File: src/mcud_pkg.sv
// constants and types of the instruction word decoder
`default_nettype none
package mcud_pkg;
   // ---------------------------------------
   // widths
   // ---------------------------------------
   localparam int WORD_W = 16;
   localparam int DATA_W = 8;
   localparam int FADDR_W = 12;
   localparam int BANK_W = 4;
   localparam int LIT_W = 20;
   localparam int PH_W = 2;
   localparam int OSC_PER_CYC = 4;
   localparam int AXI_ADDR_W = 8;
   localparam int AXI_DATA_W = 32;
   localparam int AXI_STRB_W = 4;
   // ---------------------------------------
   // field positions
   // ---------------------------------------
   localparam int P_TOP_H = 15;
   localparam int P_TOP_L = 12;
   localparam int P_SUB_H = 11;
   localparam int P_SUB_L = 9;
   localparam int P_D = 9;
   localparam int P_A = 8;
   localparam int P_S = 8;
   localparam int P_B_H = 11;
   localparam int P_B_L = 9;
   localparam int P_BRC = 11;
   localparam int P_REL_H = 10;
   localparam int P_PS_H = 5;
   localparam int P_PS_L = 4;
   localparam int P_KN_H = 3;
   localparam int P_F_H = 7;
   localparam int P_FS_H = 11;
   localparam int P_TM_H = 1;
   // ---------------------------------------
   // opcode codes
   // ---------------------------------------
   localparam logic [3:0] TOP_BYTE_MAX = 4'h5;
   localparam logic [3:0] TOP_BYTE_SKIP = 4'h5;
   localparam logic [3:0] TOP_BIT_MAX = 4'h9;
   localparam logic [3:0] TOP_BIT_SKIP = 4'h9;
   localparam logic [3:0] TOP_LIT = 4'hA;
   localparam logic [3:0] TOP_PTR = 4'hB;
   localparam logic [3:0] TOP_MOVE = 4'hC;
   localparam logic [3:0] TOP_BRA = 4'hD;
   localparam logic [3:0] TOP_CTL = 4'hE;
   localparam logic [3:0] TOP_SECOND = 4'hF;
   localparam logic [2:0] SUB_GOTO = 3'h0;
   localparam logic [2:0] SUB_CALL = 3'h1;
   localparam logic [2:0] SUB_RET = 3'h2;
   localparam logic [2:0] SUB_TBLRD = 3'h3;
   localparam logic [2:0] SUB_TBLWT = 3'h4;
   localparam logic [2:0] SUB_NOP = 3'h5;
   localparam logic [BANK_W-1:0] ACCESS_BANK = 4'h0;
   // ---------------------------------------
   // register map
   // ---------------------------------------
   localparam logic [7:0] REG_CTRL = 8'h00;
   localparam logic [7:0] REG_STATUS = 8'h04;
   localparam logic [7:0] REG_CYCLES = 8'h08;
   localparam logic [7:0] REG_WORD = 8'h0C;
   localparam logic [7:0] REG_FLAGS = 8'h10;
   localparam int CTRL_RUN = 0;
   localparam int CTRL_EXT = 1;
   localparam logic [31:0] CTRL_RST = 32'h0000_0003;
   localparam logic [1:0] RESP_OKAY = 2'h0;
   localparam logic [1:0] RESP_SLVERR = 2'h2;
   // ---------------------------------------
   // types
   // ---------------------------------------
   typedef enum logic [3:0] {
      CL_NOP = 4'h0, CL_BYTE = 4'h1, CL_BIT = 4'h2, CL_LIT = 4'h3,
      CL_PTR = 4'h4, CL_MOVE = 4'h5, CL_BRA = 4'h6, CL_GOTO = 4'h7,
      CL_CALL = 4'h8, CL_RET = 4'h9, CL_TBLRD = 4'hA, CL_TBLWT = 4'hB,
      CL_EXT = 4'hC, CL_ILL = 4'hD
   } mcud_cls_e;
   typedef enum logic [1:0] {
      TM_NONE = 2'h0, TM_POST_INC = 2'h1, TM_POST_DEC = 2'h2,
      TM_PRE_INC = 2'h3
   } mcud_tmode_e;
   typedef enum logic [1:0] {
      SQ_RUN = 2'h0, SQ_SECOND = 2'h1, SQ_FLUSH = 2'h2
   } mcud_seq_e;
   typedef struct packed {
      mcud_cls_e cls;
      logic to_file;
      logic banked;
      logic [2:0] bitn;
      logic [7:0] fa;
      logic [FADDR_W-1:0] fs;
      logic [FADDR_W-1:0] fd;
      logic [LIT_W-1:0] lit;
      logic [1:0] psel;
      mcud_tmode_e tmode;
      logic fast;
      logic redirect;
      logic cond;
      logic two_word;
   } mcud_dec_s;
   typedef struct packed {
      logic n;
      logic ov;
      logic z;
      logic dc;
      logic c;
   } mcud_flags_s;
endpackage
`default_nettype wire

File: src/mcud_decoder.sv
// instruction word decoder, cycle sequencer and register slave
//
// Local design decisions: the placing of the registers and the AXI4-Lite slave port.
`timescale 1ns/1ps
`default_nettype none
module mcud_decoder
(
   input wire logic aclk,
   input wire logic aresetn,
   input wire logic fetch_valid,
   input wire logic [mcud_pkg::WORD_W-1:0] fetch_word,
   output logic fetch_ready,
   input wire logic branch_taken,
   input wire logic [mcud_pkg::BANK_W-1:0] bank_select_reg,
   input wire logic alu_upd,
   input wire logic alu_sub,
   input wire logic [mcud_pkg::DATA_W-1:0] alu_a,
   input wire logic [mcud_pkg::DATA_W-1:0] alu_b,
   output logic exec_start,
   output mcud_pkg::mcud_dec_s exec_dec,
   output logic exec_we,
   output logic [mcud_pkg::FADDR_W-1:0] data_addr,
   output logic wr_accum,
   output logic wr_file,
   output logic shadow_save,
   output logic shadow_restore,
   output logic tbl_pre_inc,
   output logic tbl_post_inc,
   output logic tbl_post_dec,
   output logic [mcud_pkg::PH_W-1:0] cyc_phase,
   output mcud_pkg::mcud_flags_s status_flags,
   input wire logic [mcud_pkg::AXI_ADDR_W-1:0] awaddr,
   input wire logic awvalid,
   output logic awready,
   input wire logic [mcud_pkg::AXI_DATA_W-1:0] wdata,
   input wire logic [mcud_pkg::AXI_STRB_W-1:0] wstrb,
   input wire logic wvalid,
   output logic wready,
   output logic [1:0] bresp,
   output logic bvalid,
   input wire logic bready,
   input wire logic [mcud_pkg::AXI_ADDR_W-1:0] araddr,
   input wire logic arvalid,
   output logic arready,
   output logic [mcud_pkg::AXI_DATA_W-1:0] rdata,
   output logic [1:0] rresp,
   output logic rvalid,
   input wire logic rready
);
   import mcud_pkg::*;
   typedef struct packed {
      mcud_seq_e seq;
      logic busy;
      logic start;
      logic ill;
      logic [WORD_W-1:0] w1;
      logic [WORD_W-1:0] last_w;
      mcud_dec_s dec;
      logic [AXI_DATA_W-1:0] ctrl;
      logic [AXI_DATA_W-1:0] cycles;
      logic aw_done;
      logic w_done;
      logic [AXI_ADDR_W-1:0] awaddr;
      logic [AXI_DATA_W-1:0] wdata;
      logic [AXI_STRB_W-1:0] wstrb;
      logic bvalid;
      logic [1:0] bresp;
      logic rvalid;
      logic [AXI_DATA_W-1:0] rdata;
      logic [1:0] rresp;
   } mcud_st_s;
   mcud_st_s st_reg;
   mcud_st_s st_next;
   logic cyc_last;
   logic redir;
   logic take;
   logic iss;
   mcud_dec_s first;
   mcud_dec_s idec;
   logic [WORD_W-1:0] iw;
   mcud_flags_s flags_q;
   // ---------------------------------------
   // word decode
   // ---------------------------------------
   function automatic mcud_dec_s dec_word(
      input logic [WORD_W-1:0] a,
      input logic [WORD_W-1:0] b,
      input logic ext_en
   );
      mcud_dec_s d;
      logic [3:0] top;
      logic [2:0] sub;
      d = '0;
      top = a[P_TOP_H:P_TOP_L];
      sub = a[P_SUB_H:P_SUB_L];
      d.to_file = a[P_D];
      d.banked = a[P_A];
      d.bitn = a[P_B_H:P_B_L];
      d.fa = a[P_F_H:0];
      d.lit = LIT_W'(a[P_F_H:0]);
      if (top <= TOP_BYTE_MAX)
      begin
         d.cls = CL_BYTE;
         d.cond = (top == TOP_BYTE_SKIP);
      end
      else if (top <= TOP_BIT_MAX)
      begin
         d.cls = CL_BIT;
         d.cond = (top == TOP_BIT_SKIP);
      end
      else if (top == TOP_LIT)
         d.cls = CL_LIT;
      else if (top == TOP_PTR)
      begin
         d.cls = CL_PTR;
         d.two_word = 1'b1;
         d.psel = a[P_PS_H:P_PS_L];
         d.lit = LIT_W'({a[P_KN_H:0], b[P_F_H:0]});
      end
      else if (top == TOP_MOVE)
      begin
         d.cls = CL_MOVE;
         d.two_word = 1'b1;
         d.fs = a[P_FS_H:0];
         d.fd = b[P_FS_H:0];
      end
      else if (top == TOP_BRA)
      begin
         d.cls = CL_BRA;
         if (a[P_BRC])
         begin
            d.cond = 1'b1;
            d.lit = LIT_W'($signed(a[P_F_H:0]));
         end
         else
         begin
            d.redirect = 1'b1;
            d.lit = LIT_W'($signed(a[P_REL_H:0]));
         end
      end
      else if (top == TOP_CTL)
      begin
         case (sub)
            SUB_GOTO, SUB_CALL:
            begin
               d.cls = (sub == SUB_GOTO) ? CL_GOTO : CL_CALL;
               d.two_word = 1'b1;
               d.redirect = 1'b1;
               d.fast = (sub == SUB_CALL) && a[P_S];
               d.lit = {b[P_FS_H:0], a[P_F_H:0]};
            end
            SUB_RET:
            begin
               d.cls = CL_RET;
               d.redirect = 1'b1;
               d.fast = a[P_S];
            end
            SUB_TBLRD, SUB_TBLWT:
            begin
               d.cls = (sub == SUB_TBLRD) ? CL_TBLRD : CL_TBLWT;
               d.tmode = mcud_tmode_e'(a[P_TM_H:0]);
            end
            SUB_NOP:
               d.cls = CL_NOP;
            default:
               d.cls = ext_en ? CL_EXT : CL_ILL;
         endcase
      end
      else
         d.cls = CL_NOP;
      return d;
   endfunction
   function automatic logic [AXI_DATA_W-1:0] wmerge(
      input logic [AXI_DATA_W-1:0] old,
      input logic [AXI_DATA_W-1:0] nw,
      input logic [AXI_STRB_W-1:0] strb
   );
      logic [AXI_DATA_W-1:0] r;
      r = old;
      for (int i = 0; i < AXI_STRB_W; i++)
      begin
         if (strb[i])
            r[i*8 +: 8] = nw[i*8 +: 8];
      end
      return r;
   endfunction
   // ---------------------------------------
   // sequencer
   // ---------------------------------------
   assign redir = st_reg.busy && (st_reg.dec.redirect
      || (st_reg.dec.cond && branch_taken));
   assign fetch_ready = cyc_last && (st_reg.seq == SQ_SECOND
      || ((st_reg.seq == SQ_RUN || st_reg.seq == SQ_FLUSH) && !redir
      && st_reg.ctrl[CTRL_RUN]));
   assign take = fetch_valid && fetch_ready;
   assign first = dec_word(fetch_word, '0, st_reg.ctrl[CTRL_EXT]);
   always_comb
   begin
      st_next = st_reg;
      iss = 1'b0;
      idec = first;
      iw = fetch_word;
      st_next.start = 1'b0;
      if (cyc_last)
      begin
         st_next.busy = 1'b0;
         st_next.cycles = st_reg.cycles + AXI_DATA_W'(1);
         case (st_reg.seq)
            SQ_RUN, SQ_FLUSH:
            begin
               st_next.seq = SQ_RUN;
               if (redir)
                  st_next.seq = SQ_FLUSH;
               else if (take && first.two_word)
               begin
                  st_next.w1 = fetch_word;
                  st_next.seq = SQ_SECOND;
               end
               else if (take)
                  iss = 1'b1;
            end
            SQ_SECOND:
            begin
               if (take)
               begin
                  iss = 1'b1;
                  idec = dec_word(st_reg.w1, fetch_word,
                     st_reg.ctrl[CTRL_EXT]);
                  iw = st_reg.w1;
                  st_next.seq = SQ_RUN;
               end
            end
            default:
               st_next.seq = SQ_RUN;
         endcase
      end
      if (iss)
      begin
         st_next.dec = idec;
         st_next.busy = 1'b1;
         st_next.start = 1'b1;
         st_next.last_w = iw;
         st_next.ill = (idec.cls == CL_ILL);
      end
      // register slave write side
      if (awvalid && awready)
      begin
         st_next.aw_done = 1'b1;
         st_next.awaddr = awaddr;
      end
      if (wvalid && wready)
      begin
         st_next.w_done = 1'b1;
         st_next.wdata = wdata;
         st_next.wstrb = wstrb;
      end
      if (st_reg.aw_done && st_reg.w_done && !st_reg.bvalid)
      begin
         st_next.aw_done = 1'b0;
         st_next.w_done = 1'b0;
         st_next.bvalid = 1'b1;
         st_next.bresp = RESP_OKAY;
         case (st_reg.awaddr)
            REG_CTRL:
               st_next.ctrl = wmerge(st_reg.ctrl, st_reg.wdata,
                  st_reg.wstrb);
            REG_STATUS, REG_CYCLES, REG_WORD, REG_FLAGS:
               st_next.bresp = RESP_OKAY;
            default:
               st_next.bresp = RESP_SLVERR;
         endcase
      end
      else if (st_reg.bvalid && bready)
         st_next.bvalid = 1'b0;
      // register slave read side
      if (arvalid && arready)
      begin
         st_next.rvalid = 1'b1;
         st_next.rresp = RESP_OKAY;
         case (araddr)
            REG_CTRL:
               st_next.rdata = st_reg.ctrl;
            REG_STATUS:
               st_next.rdata = AXI_DATA_W'({st_reg.ill, st_reg.seq,
                  st_reg.dec.cls});
            REG_CYCLES:
               st_next.rdata = st_reg.cycles;
            REG_WORD:
               st_next.rdata = AXI_DATA_W'(st_reg.last_w);
            REG_FLAGS:
               st_next.rdata = AXI_DATA_W'(flags_q);
            default:
            begin
               st_next.rdata = '0;
               st_next.rresp = RESP_SLVERR;
            end
         endcase
      end
      else if (st_reg.rvalid && rready)
         st_next.rvalid = 1'b0;
   end
   always_ff @(posedge aclk)
   begin
      if (!aresetn)
      begin
         st_reg <= '0;
         st_reg.ctrl <= CTRL_RST;
      end
      else
         st_reg <= st_next;
   end
   // ---------------------------------------
   // outputs
   // ---------------------------------------
   assign exec_start = st_reg.start;
   assign exec_dec = st_reg.dec;
   assign exec_we = st_reg.busy && st_reg.dec.cls != CL_NOP
      && st_reg.dec.cls != CL_ILL;
   assign data_addr = st_reg.dec.banked
      ? {bank_select_reg, st_reg.dec.fa}
      : {ACCESS_BANK, st_reg.dec.fa};
   assign wr_accum = exec_we && st_reg.dec.cls == CL_BYTE
      && !st_reg.dec.to_file;
   assign wr_file = exec_we && ((st_reg.dec.cls == CL_BYTE
      && st_reg.dec.to_file) || (st_reg.dec.cls == CL_BIT
      && !st_reg.dec.cond) || st_reg.dec.cls == CL_MOVE);
   assign shadow_save = st_reg.start && st_reg.dec.fast
      && st_reg.dec.cls == CL_CALL;
   assign shadow_restore = st_reg.start && st_reg.dec.fast
      && st_reg.dec.cls == CL_RET;
   assign tbl_pre_inc = st_reg.start && (st_reg.dec.cls == CL_TBLRD
      || st_reg.dec.cls == CL_TBLWT)
      && st_reg.dec.tmode == TM_PRE_INC;
   assign tbl_post_inc = st_reg.busy && cyc_last
      && (st_reg.dec.cls == CL_TBLRD || st_reg.dec.cls == CL_TBLWT)
      && st_reg.dec.tmode == TM_POST_INC;
   assign tbl_post_dec = st_reg.busy && cyc_last
      && (st_reg.dec.cls == CL_TBLRD || st_reg.dec.cls == CL_TBLWT)
      && st_reg.dec.tmode == TM_POST_DEC;
   assign status_flags = flags_q;
   assign awready = !st_reg.aw_done && !st_reg.bvalid;
   assign wready = !st_reg.w_done && !st_reg.bvalid;
   assign bvalid = st_reg.bvalid;
   assign bresp = st_reg.bresp;
   assign arready = !st_reg.rvalid;
   assign rvalid = st_reg.rvalid;
   assign rdata = st_reg.rdata;
   assign rresp = st_reg.rresp;
   // ---------------------------------------
   // sub blocks
   // ---------------------------------------
   mcud_phase u_phase (
      .aclk(aclk),
      .aresetn(aresetn),
      .phase(cyc_phase),
      .cyc_last(cyc_last)
   );
   mcud_flags u_flags (
      .aclk(aclk),
      .aresetn(aresetn),
      .upd(alu_upd && exec_we),
      .sub(alu_sub),
      .opa(alu_a),
      .opb(alu_b),
      .flags(flags_q)
   );
endmodule // mcud_decoder
`default_nettype wire

File: src/mcud_phase.sv
// instruction cycle phase counter
`timescale 1ns/1ps
`default_nettype none
module mcud_phase
#(
   parameter int PERIODS = mcud_pkg::OSC_PER_CYC
)
(
   input wire logic aclk,
   input wire logic aresetn,
   output logic [mcud_pkg::PH_W-1:0] phase,
   output logic cyc_last
);
   import mcud_pkg::*;
   typedef struct packed {
      logic [PH_W-1:0] cnt;
   } mcud_ph_s;
   mcud_ph_s st_reg;
   mcud_ph_s st_next;
   // ---------------------------------------
   // four periods per cycle
   // ---------------------------------------
   always_comb
   begin
      st_next = st_reg;
      if (st_reg.cnt == PH_W'(PERIODS - 1))
         st_next.cnt = '0;
      else
         st_next.cnt = st_reg.cnt + PH_W'(1);
   end
   always_ff @(posedge aclk)
   begin
      if (!aresetn)
         st_reg <= '0;
      else
         st_reg <= st_next;
   end
   assign phase = st_reg.cnt;
   assign cyc_last = (st_reg.cnt == PH_W'(PERIODS - 1));
endmodule // mcud_phase
`default_nettype wire

File: src/mcud_flags.sv
// arithmetic status flag register
`timescale 1ns/1ps
`default_nettype none
module mcud_flags
(
   input wire logic aclk,
   input wire logic aresetn,
   input wire logic upd,
   input wire logic sub,
   input wire logic [mcud_pkg::DATA_W-1:0] opa,
   input wire logic [mcud_pkg::DATA_W-1:0] opb,
   output mcud_pkg::mcud_flags_s flags
);
   import mcud_pkg::*;
   typedef struct packed {
      mcud_flags_s f;
   } mcud_fl_s;
   mcud_fl_s st_reg;
   mcud_fl_s st_next;
   logic [DATA_W-1:0] b_eff;
   logic [DATA_W:0] sum;
   logic [DATA_W/2:0] low;
   // ---------------------------------------
   // add or subtract, five flags
   // ---------------------------------------
   always_comb
   begin
      b_eff = sub ? ~opb : opb;
      sum = {1'b0, opa} + {1'b0, b_eff} + (DATA_W+1)'(sub);
      low = {1'b0, opa[DATA_W/2-1:0]} + {1'b0, b_eff[DATA_W/2-1:0]}
         + (DATA_W/2+1)'(sub);
      st_next = st_reg;
      if (upd)
      begin
         st_next.f.c = sum[DATA_W];
         st_next.f.dc = low[DATA_W/2];
         st_next.f.z = (sum[DATA_W-1:0] == '0);
         st_next.f.ov = (opa[DATA_W-1] == b_eff[DATA_W-1])
            && (sum[DATA_W-1] != opa[DATA_W-1]);
         st_next.f.n = sum[DATA_W-1];
      end
   end
   always_ff @(posedge aclk)
   begin
      if (!aresetn)
         st_reg <= '0;
      else
         st_reg <= st_next;
   end
   assign flags = st_reg.f;
endmodule // mcud_flags
`default_nettype wire

File: config.mk
export PLATFORM = sky130hd
export DESIGN_NAME = mcud_decoder
export DESIGN_NICKNAME = d
export VERILOG_FILES = /design/src/mcud_pkg.sv /design/src/mcud_decoder.sv /design/src/mcud_phase.sv /design/src/mcud_flags.sv
export SDC_FILE = /design/constraint.sdc
export NUM_CORES = 1
export LEC_CHECK = 0
export BUFFER_PORTS_ARGS = -buffer_cell sky130_fd_sc_hd__buf_2
export CELL_PAD_IN_SITES_DETAIL_PLACEMENT = 0
export CELL_PAD_IN_SITES_GLOBAL_PLACEMENT = 1
export CORE_MARGIN = 1.5
export CORE_UTILIZATION = 37
export DETAILED_ROUTE_END_ITERATION = 7
export GPL_ROUTABILITY_DRIVEN = 0
export PLACE_DENSITY_LB_ADDON = 0.15
export SYNTH_ARGS = -nofsm -noshare
export SYNTH_HDL_FRONTEND = slang
export SYNTH_SLANG_ARGS = --single-unit
export TNS_END_PERCENT = 100
File: constraint.sdc
create_clock -name aclk -period 2.4 [get_ports aclk]
set_clock_uncertainty 0.2 [all_clocks]
set_input_delay 0.48 -clock aclk [delete_from_list [all_inputs] [get_ports aclk]]
set_output_delay 0.48 -clock aclk [all_outputs]
set_load 0.02 [all_outputs]
==> Yosys cells after proc, flatten, opt, wreduce, memory -nomap -nowiden <==
Index checks and enable logic that the tools add are counted.
{ "word_totals": {"mem_count": 0, "mem_bits_rw": 0, "latch_bits": 0, "rom_bits": 0, "output_inout_bits": 139, "regBits": 261} }
{ "classes": {"magnitude_cmp": 4, "div_mod_pow": 0, "n_mul": 0, "n_reduce_logical": 74, "n_mux": 107, "eq_ne": 50, "n_bitwise": 3, "n_shift": 0, "addsub": 6} }
{ "ops": {"columns": ["cell", "count"], "rows": [
  ["69-bit two-way mux", 3],
  ["20-bit two-way mux", 10],
  ["50-bit two-way mux", 4],
  ["32-bit case mux with 5 select lines", 1],
  ["52-bit two-way mux", 2],
  ["24-bit two-way mux", 4],
  ["4-bit two-way mux", 18],
  ["4-bit == test, second input constant", 17],
  ["16-bit two-way mux", 3],
  ["1-bit two-way mux", 39],
  ["1-bit logical AND", 36],
  ["32-bit by 1-bit adder with 32-bit output, second input constant", 1],
  ["8-bit by 4-bit == test with 1-bit output, second input constant", 4],
  ["4-bit case mux with 4 select lines", 2],
  ["8-bit zero test", 3],
  ["5-bit two-way mux", 4],
  ["8-bit by 3-bit == test with 1-bit output, second input constant", 2],
  ["8-bit by 5-bit == test with 1-bit output, second input constant", 2],
  ["2-bit two-way mux", 8],
  ["2-bit OR reduction", 7],
  ["3-bit by 2-bit == test with 1-bit output, second input constant", 4],
  ["3-bit == test, second input constant", 4],
  ["4-bit by 3-bit == test with 1-bit output, second input constant", 3],
  ["12-bit two-way mux", 1],
  ["32 further kinds", 62]
]} }

==> Logic depth before layout (Yosys ltp) <==
{ "depth": {"ltp_word": 16, "depth_mapped": 9, "mapped_depth_nobuf": 7} }

==> Hierarchy <==
From an unflattened synthesis, not the netlist that was laid out.
{ "hier_totals": {"hier_cells": 1461, "area_unflattened_um2": 11930.2} }
{ "by_module_without_submodules": {"columns": ["module", "seq_area_each_um2", "instances", "cells_each", "area_per_inst_um2"], "rows": [
  ["mcud_decoder", 4784.6, 1, 1384, 11227.0],
  ["mcud_flags", 100.1, 1, 72, 629.4],
  ["mcud_phase", 40.0, 1, 5, 73.8]
]} }

==> Least setup slack after synthesis <==
No wires, ideal clock.
{ "synth_timing": {"path_kind": "reg-to-output", "from": "register u_phase.st_reg, in the netlist u_phase.phase[0]", "to": "output port tbl_post_inc", "arrival_time_ps": 1905, "stages_incl_launch_ff": 6, "n_path_buf": 2, "path_slack_ps": -185, "required_ps": 1720, "path_cell_list": "dfxtp_1 ha_1 buf_4 clkbuf_1 nand2_1 nor4b_1"} }
{ "synth_between": {"elab_chain_cells": 4} }
{ "synth_rtl": {"columns": ["element", "line", "rtl"], "rows": [
  ["from (decl)", "mcud_phase.sv:18", "mcud_ph_s st_reg;"],
  ["from (signal assigned)", "mcud_phase.sv:36", "st_reg <= st_next;"],
  ["2-bit == test", "mcud_phase.sv:39", "assign cyc_last = (st_reg.cnt == PH_W'(PERIODS - 1));"],
  ["1-bit logical AND", "mcud_decoder.sv:334", "assign tbl_post_inc = st_reg.busy && cyc_last"],
  ["1-bit logical AND", "mcud_decoder.sv:335", "&& (st_reg.dec.cls == CL_TBLRD || st_reg.dec.cls == CL_TBLWT)"],
  ["1-bit logical AND", "mcud_decoder.sv:336", "&& st_reg.dec.tmode == TM_POST_INC;"],
  ["to (decl)", "mcud_decoder.sv:28", "output logic tbl_post_inc,"]
]} }
Every way passes these cells.

==> Worst setup path in the final report <==
{ "layout_timing": {"from": "register st_reg, in the netlist exec_dec[67]", "to": "output port wr_file"} }
{ "layout_between": {"elab_chain_cells": 5, "elab_cells_between_ends": 12, "cone_classes": "eq/ne: 4; reduce/logical: 8"} }
{ "layout_rtl": {"columns": ["element", "line", "rtl"], "rows": [
  ["from (decl)", "mcud_decoder.sv:72", "mcud_st_s st_reg;"],
  ["from (signal assigned)", "mcud_decoder.sv:310", "st_reg <= st_next;"],
  ["4-bit by 1-bit == test with 1-bit output / 4-bit by 2-bit == test with 1-bit output (equally long branches)", "mcud_decoder.sv:324, mcud_decoder.sv:325", null],
  ["1-bit logical AND, on equally long branches", "mcud_decoder.sv:325, mcud_decoder.sv:326", null],
  ["1-bit logical OR", "mcud_decoder.sv:325", "&& st_reg.dec.to_file) || (st_reg.dec.cls == CL_BIT"],
  ["1-bit logical OR", "mcud_decoder.sv:326", "&& !st_reg.dec.cond) || st_reg.dec.cls == CL_MOVE);"],
  ["1-bit logical AND *", "mcud_decoder.sv:324", "assign wr_file = exec_we && ((st_reg.dec.cls == CL_BYTE"],
  ["to (decl)", "mcud_decoder.sv:24", "output logic wr_file,"]
]} }
Mark *: on every way between the ends. The rest lies on a longest branch, timed or not.

==> metrics <==
Slew Viols, Final=0; worst hold slack across all endpoints=0.0697 ns; RSZ-0062 raised after global routing=yes; Arrival @ worst endpoint=1.78 ns; maximum fanout along the worst path=3; detailed-route wire length=38100 um; endpoint of the worst hold path=st_reg[221]; primary flip-flop cell chosen by synthesis mapping=dfxtp_1; total via count after detailed routing=11009; leading cell type in the layout, fill and taps excluded=dfxtp_1; total placed instance area=13300 um2; area of the mapped netlist=12000 um2; non-filler instance count after layout=2120; share of synthesized area occupied by flip-flops and latches=41.0%; chip width=183 um; total leakage power=6.15 nW; Clk pin slew, worst setup/hold paths=0.06 ns; synth warn=0; count of flip-flops with a built-in enable after synthesis=0; Initial Util=37.8%; worst setup path category=reg2out; share of final-layout standard cells stronger than drive strength 1=25.2%; number of remaining DRC errors=0; Final Net Count=1773; number of cells traversed by the worst register-to-register path=8; antenna violations before repair=1; antenna viol nets, final=0; first-pass GRT wire length=58900 um; clock root buffer=clkbuf_16; Fin. Hold Viols=0; buffer levels on the longest clock path=3; final critical delay including setup and external delays=2.46 ns; floorplan row count=65; Least-Margin Pin Slew=0.684 ns; required time at the endpoint of the critical path=1.72 ns; final setup vio count=2; worst slew margin relative to its limit=54.4%; launch point of the worst hold path=fetch_word[4]; min-delay worst type=in2reg; total number of clock tree sinks=246; violations in the final reports=setup timing; Die Outline Area=33600 um2; 1st-iter DRT viols=765; number of levels in the clock H-tree=1; number of cells on the worst hold path=3; r2r setup slk=0.07 ns; Chip Height=183 um; flip-flop and latch count after synthesis=246; clock tree from TritonCTS=yes; detailed-routing iteration count for the pre-antenna-repair pass=5; worst setup slack after layout=-0.0590 ns; category of the worst setup path launch point=flip-flop; fraction of registers with async set or reset after synthesis=0%; pin count of the biggest net entering global routing=72; count of placed standard cells including taps=2014; combined global-route utilization of all metal layers=22.1%; Syn Inst Count=1476; most frequent cells in the layout=dfxtp_1 (239), buf_2 (230), nand2_1 (229), nor2_1 (152), a21oi_1 (115); result of the run=finished, violations left; post-synthesis average cell area=8.14 um2; routed length per placed instance=18.0 um; Largest register FFs=146; total half-perimeter wirelength after legalization and detailed placement=27500 um; post-layout instance area=14900 um2; number of CTS-inserted buffers=28; Synth cell types=72; routed vias/inst=5.19; maximum capacitance violations=0; Critical Path End Type=output pin; fraction of the cycle the final worst path needs=102%; global-route congestion overflow total=0; Core Footprint=31800 um2; IO Pins=238; source-to-sink clock delay at the later pin of the worst-skew pair=0.55 ns; area growth from synthesis to layout=23.9%; max frequency=407 MHz; worst-case vdd ir drop=0.496 mV; Power per Cell Area=640 nW/um2; Critical R2R Capture=exec_dec[5]; via count of the first global-routing pass=10395; worst reg2reg path startpoint=u_phase.phase[1]; worst slack, placed=-0.152 ns; quantity of I/O buffers inserted on ports=235
[power by group]
part           internal [W]  switching [W]
Clock               0.00250        0.00176
Combinational      0.000420       0.000584
Sequential          0.00418      0.0000883
Total               0.00710        0.00243
[kinds of logic (layout without fill, tap and decap cells)]
logic type               Yosys count  count (layout)  share of synthesized area, %
AND/OR/NAND/NOR                  573             573                          22.0
XOR/XNOR                          37              37                          2.70
multiplexers                      39              39                          3.55
flip-flops                       246             246                          41.0
adder cells (fa/ha/maj)           10              10                          1.10
AO/OA/AOI/OAI                    338             338                          18.7
other                              1               3                        0.0312
buffers and inverters            232             439                          11.0
[metrics by stage]
step	util, %	TNS (ns)	power, W
finish	46.8	-0.0703	0.00953
global route	46.8	-0.283	0.00988
CTS	46.6	-0.131	0.00961
detailed placement	42.0	-0.836	0.00528
global placement	42.0	-0.0789	0.00527
floorplan	-	0	0.00493
[worst max-delay path, cell delays in order (launching register included)]
cell and delay [ns]:
dfxtp_4 0.36, or3_4 0.38, a21oi_4 0.14, nor2b_2 0.06, nor3b_2 0.15, buf_4 0.15
[how the worst max path moves through the flow]
stage	start	endpoint	slack (ns)
detailed placement	alu_sub	u_flags.flags[2]	-0.15
global route	exec_dec[67]	wr_file	-0.11
floorplan	u_phase.phase[1]	st_reg[115]	0.0003
CTS	exec_dec[67]	wr_file	-0.07
finish	exec_dec[67]	wr_file	-0.06
global placement	alu_b[0]	u_flags.flags[2]	-0.07
[layout make-up]
cell class	instances	area, um2
tap	435	544
multi-input combinational	999	5900
sequential	246	4940
timing repair buffer	374	2530
inverter	15	61.3
clock inverter	6	71.3
clock buffer	44	841
antenna	1	2.50
fill	3236	16900
[per-layer routing]
layer  global-route usage [%]  up-vias  routed length (um)
met1                     33.3     5165               19400
met3                     4.31       47                2690
met4                     4.89        0                 637
met2                     32.0      349               15400
met5                        0        -                   0
li1                         -     5448                   -
[synthesized netlist by cell type, drive strengths merged, types with 8 or more instances]
cell	count	area share [%]
and2	9	0.47
nor4	13	0.80
dfxtp	246	41
a2bb2oi	21	1.5
buf	140	8.1
nand2b	15	0.78
mux2i	28	2.3
nor2	152	4.7
mux2	9	0.84
a22oi	49	3.1
a221oi	8	0.58
nor3	28	1.2
ha	9	0.94
a21oi	117	4.9
nand4	11	0.80
a31oi	8	0.42
clkbuf	77	2.4
nand2	229	7.2
xor2	21	1.5
a311oi	24	1.7
nand3	59	2.5
xnor2	16	1.2
or3	13	0.68
o21ai	49	2.1
inv	15	0.47
[repair_timing]
| item | 4_1_cts | 5_1_grt |
|---|---|---|
| setup endpoints to repair | 8 | 11 |
| buffers inserted | 4 | 5 |
| hold endpoints to repair | 46 | 0 |
| pin swaps | 1 | 4 |
| resized for setup | 22 | 8 |
| cloned | 0 | 0 |
| hold buffers | 47 | 0 |
(Power assumes the default switching activity.)
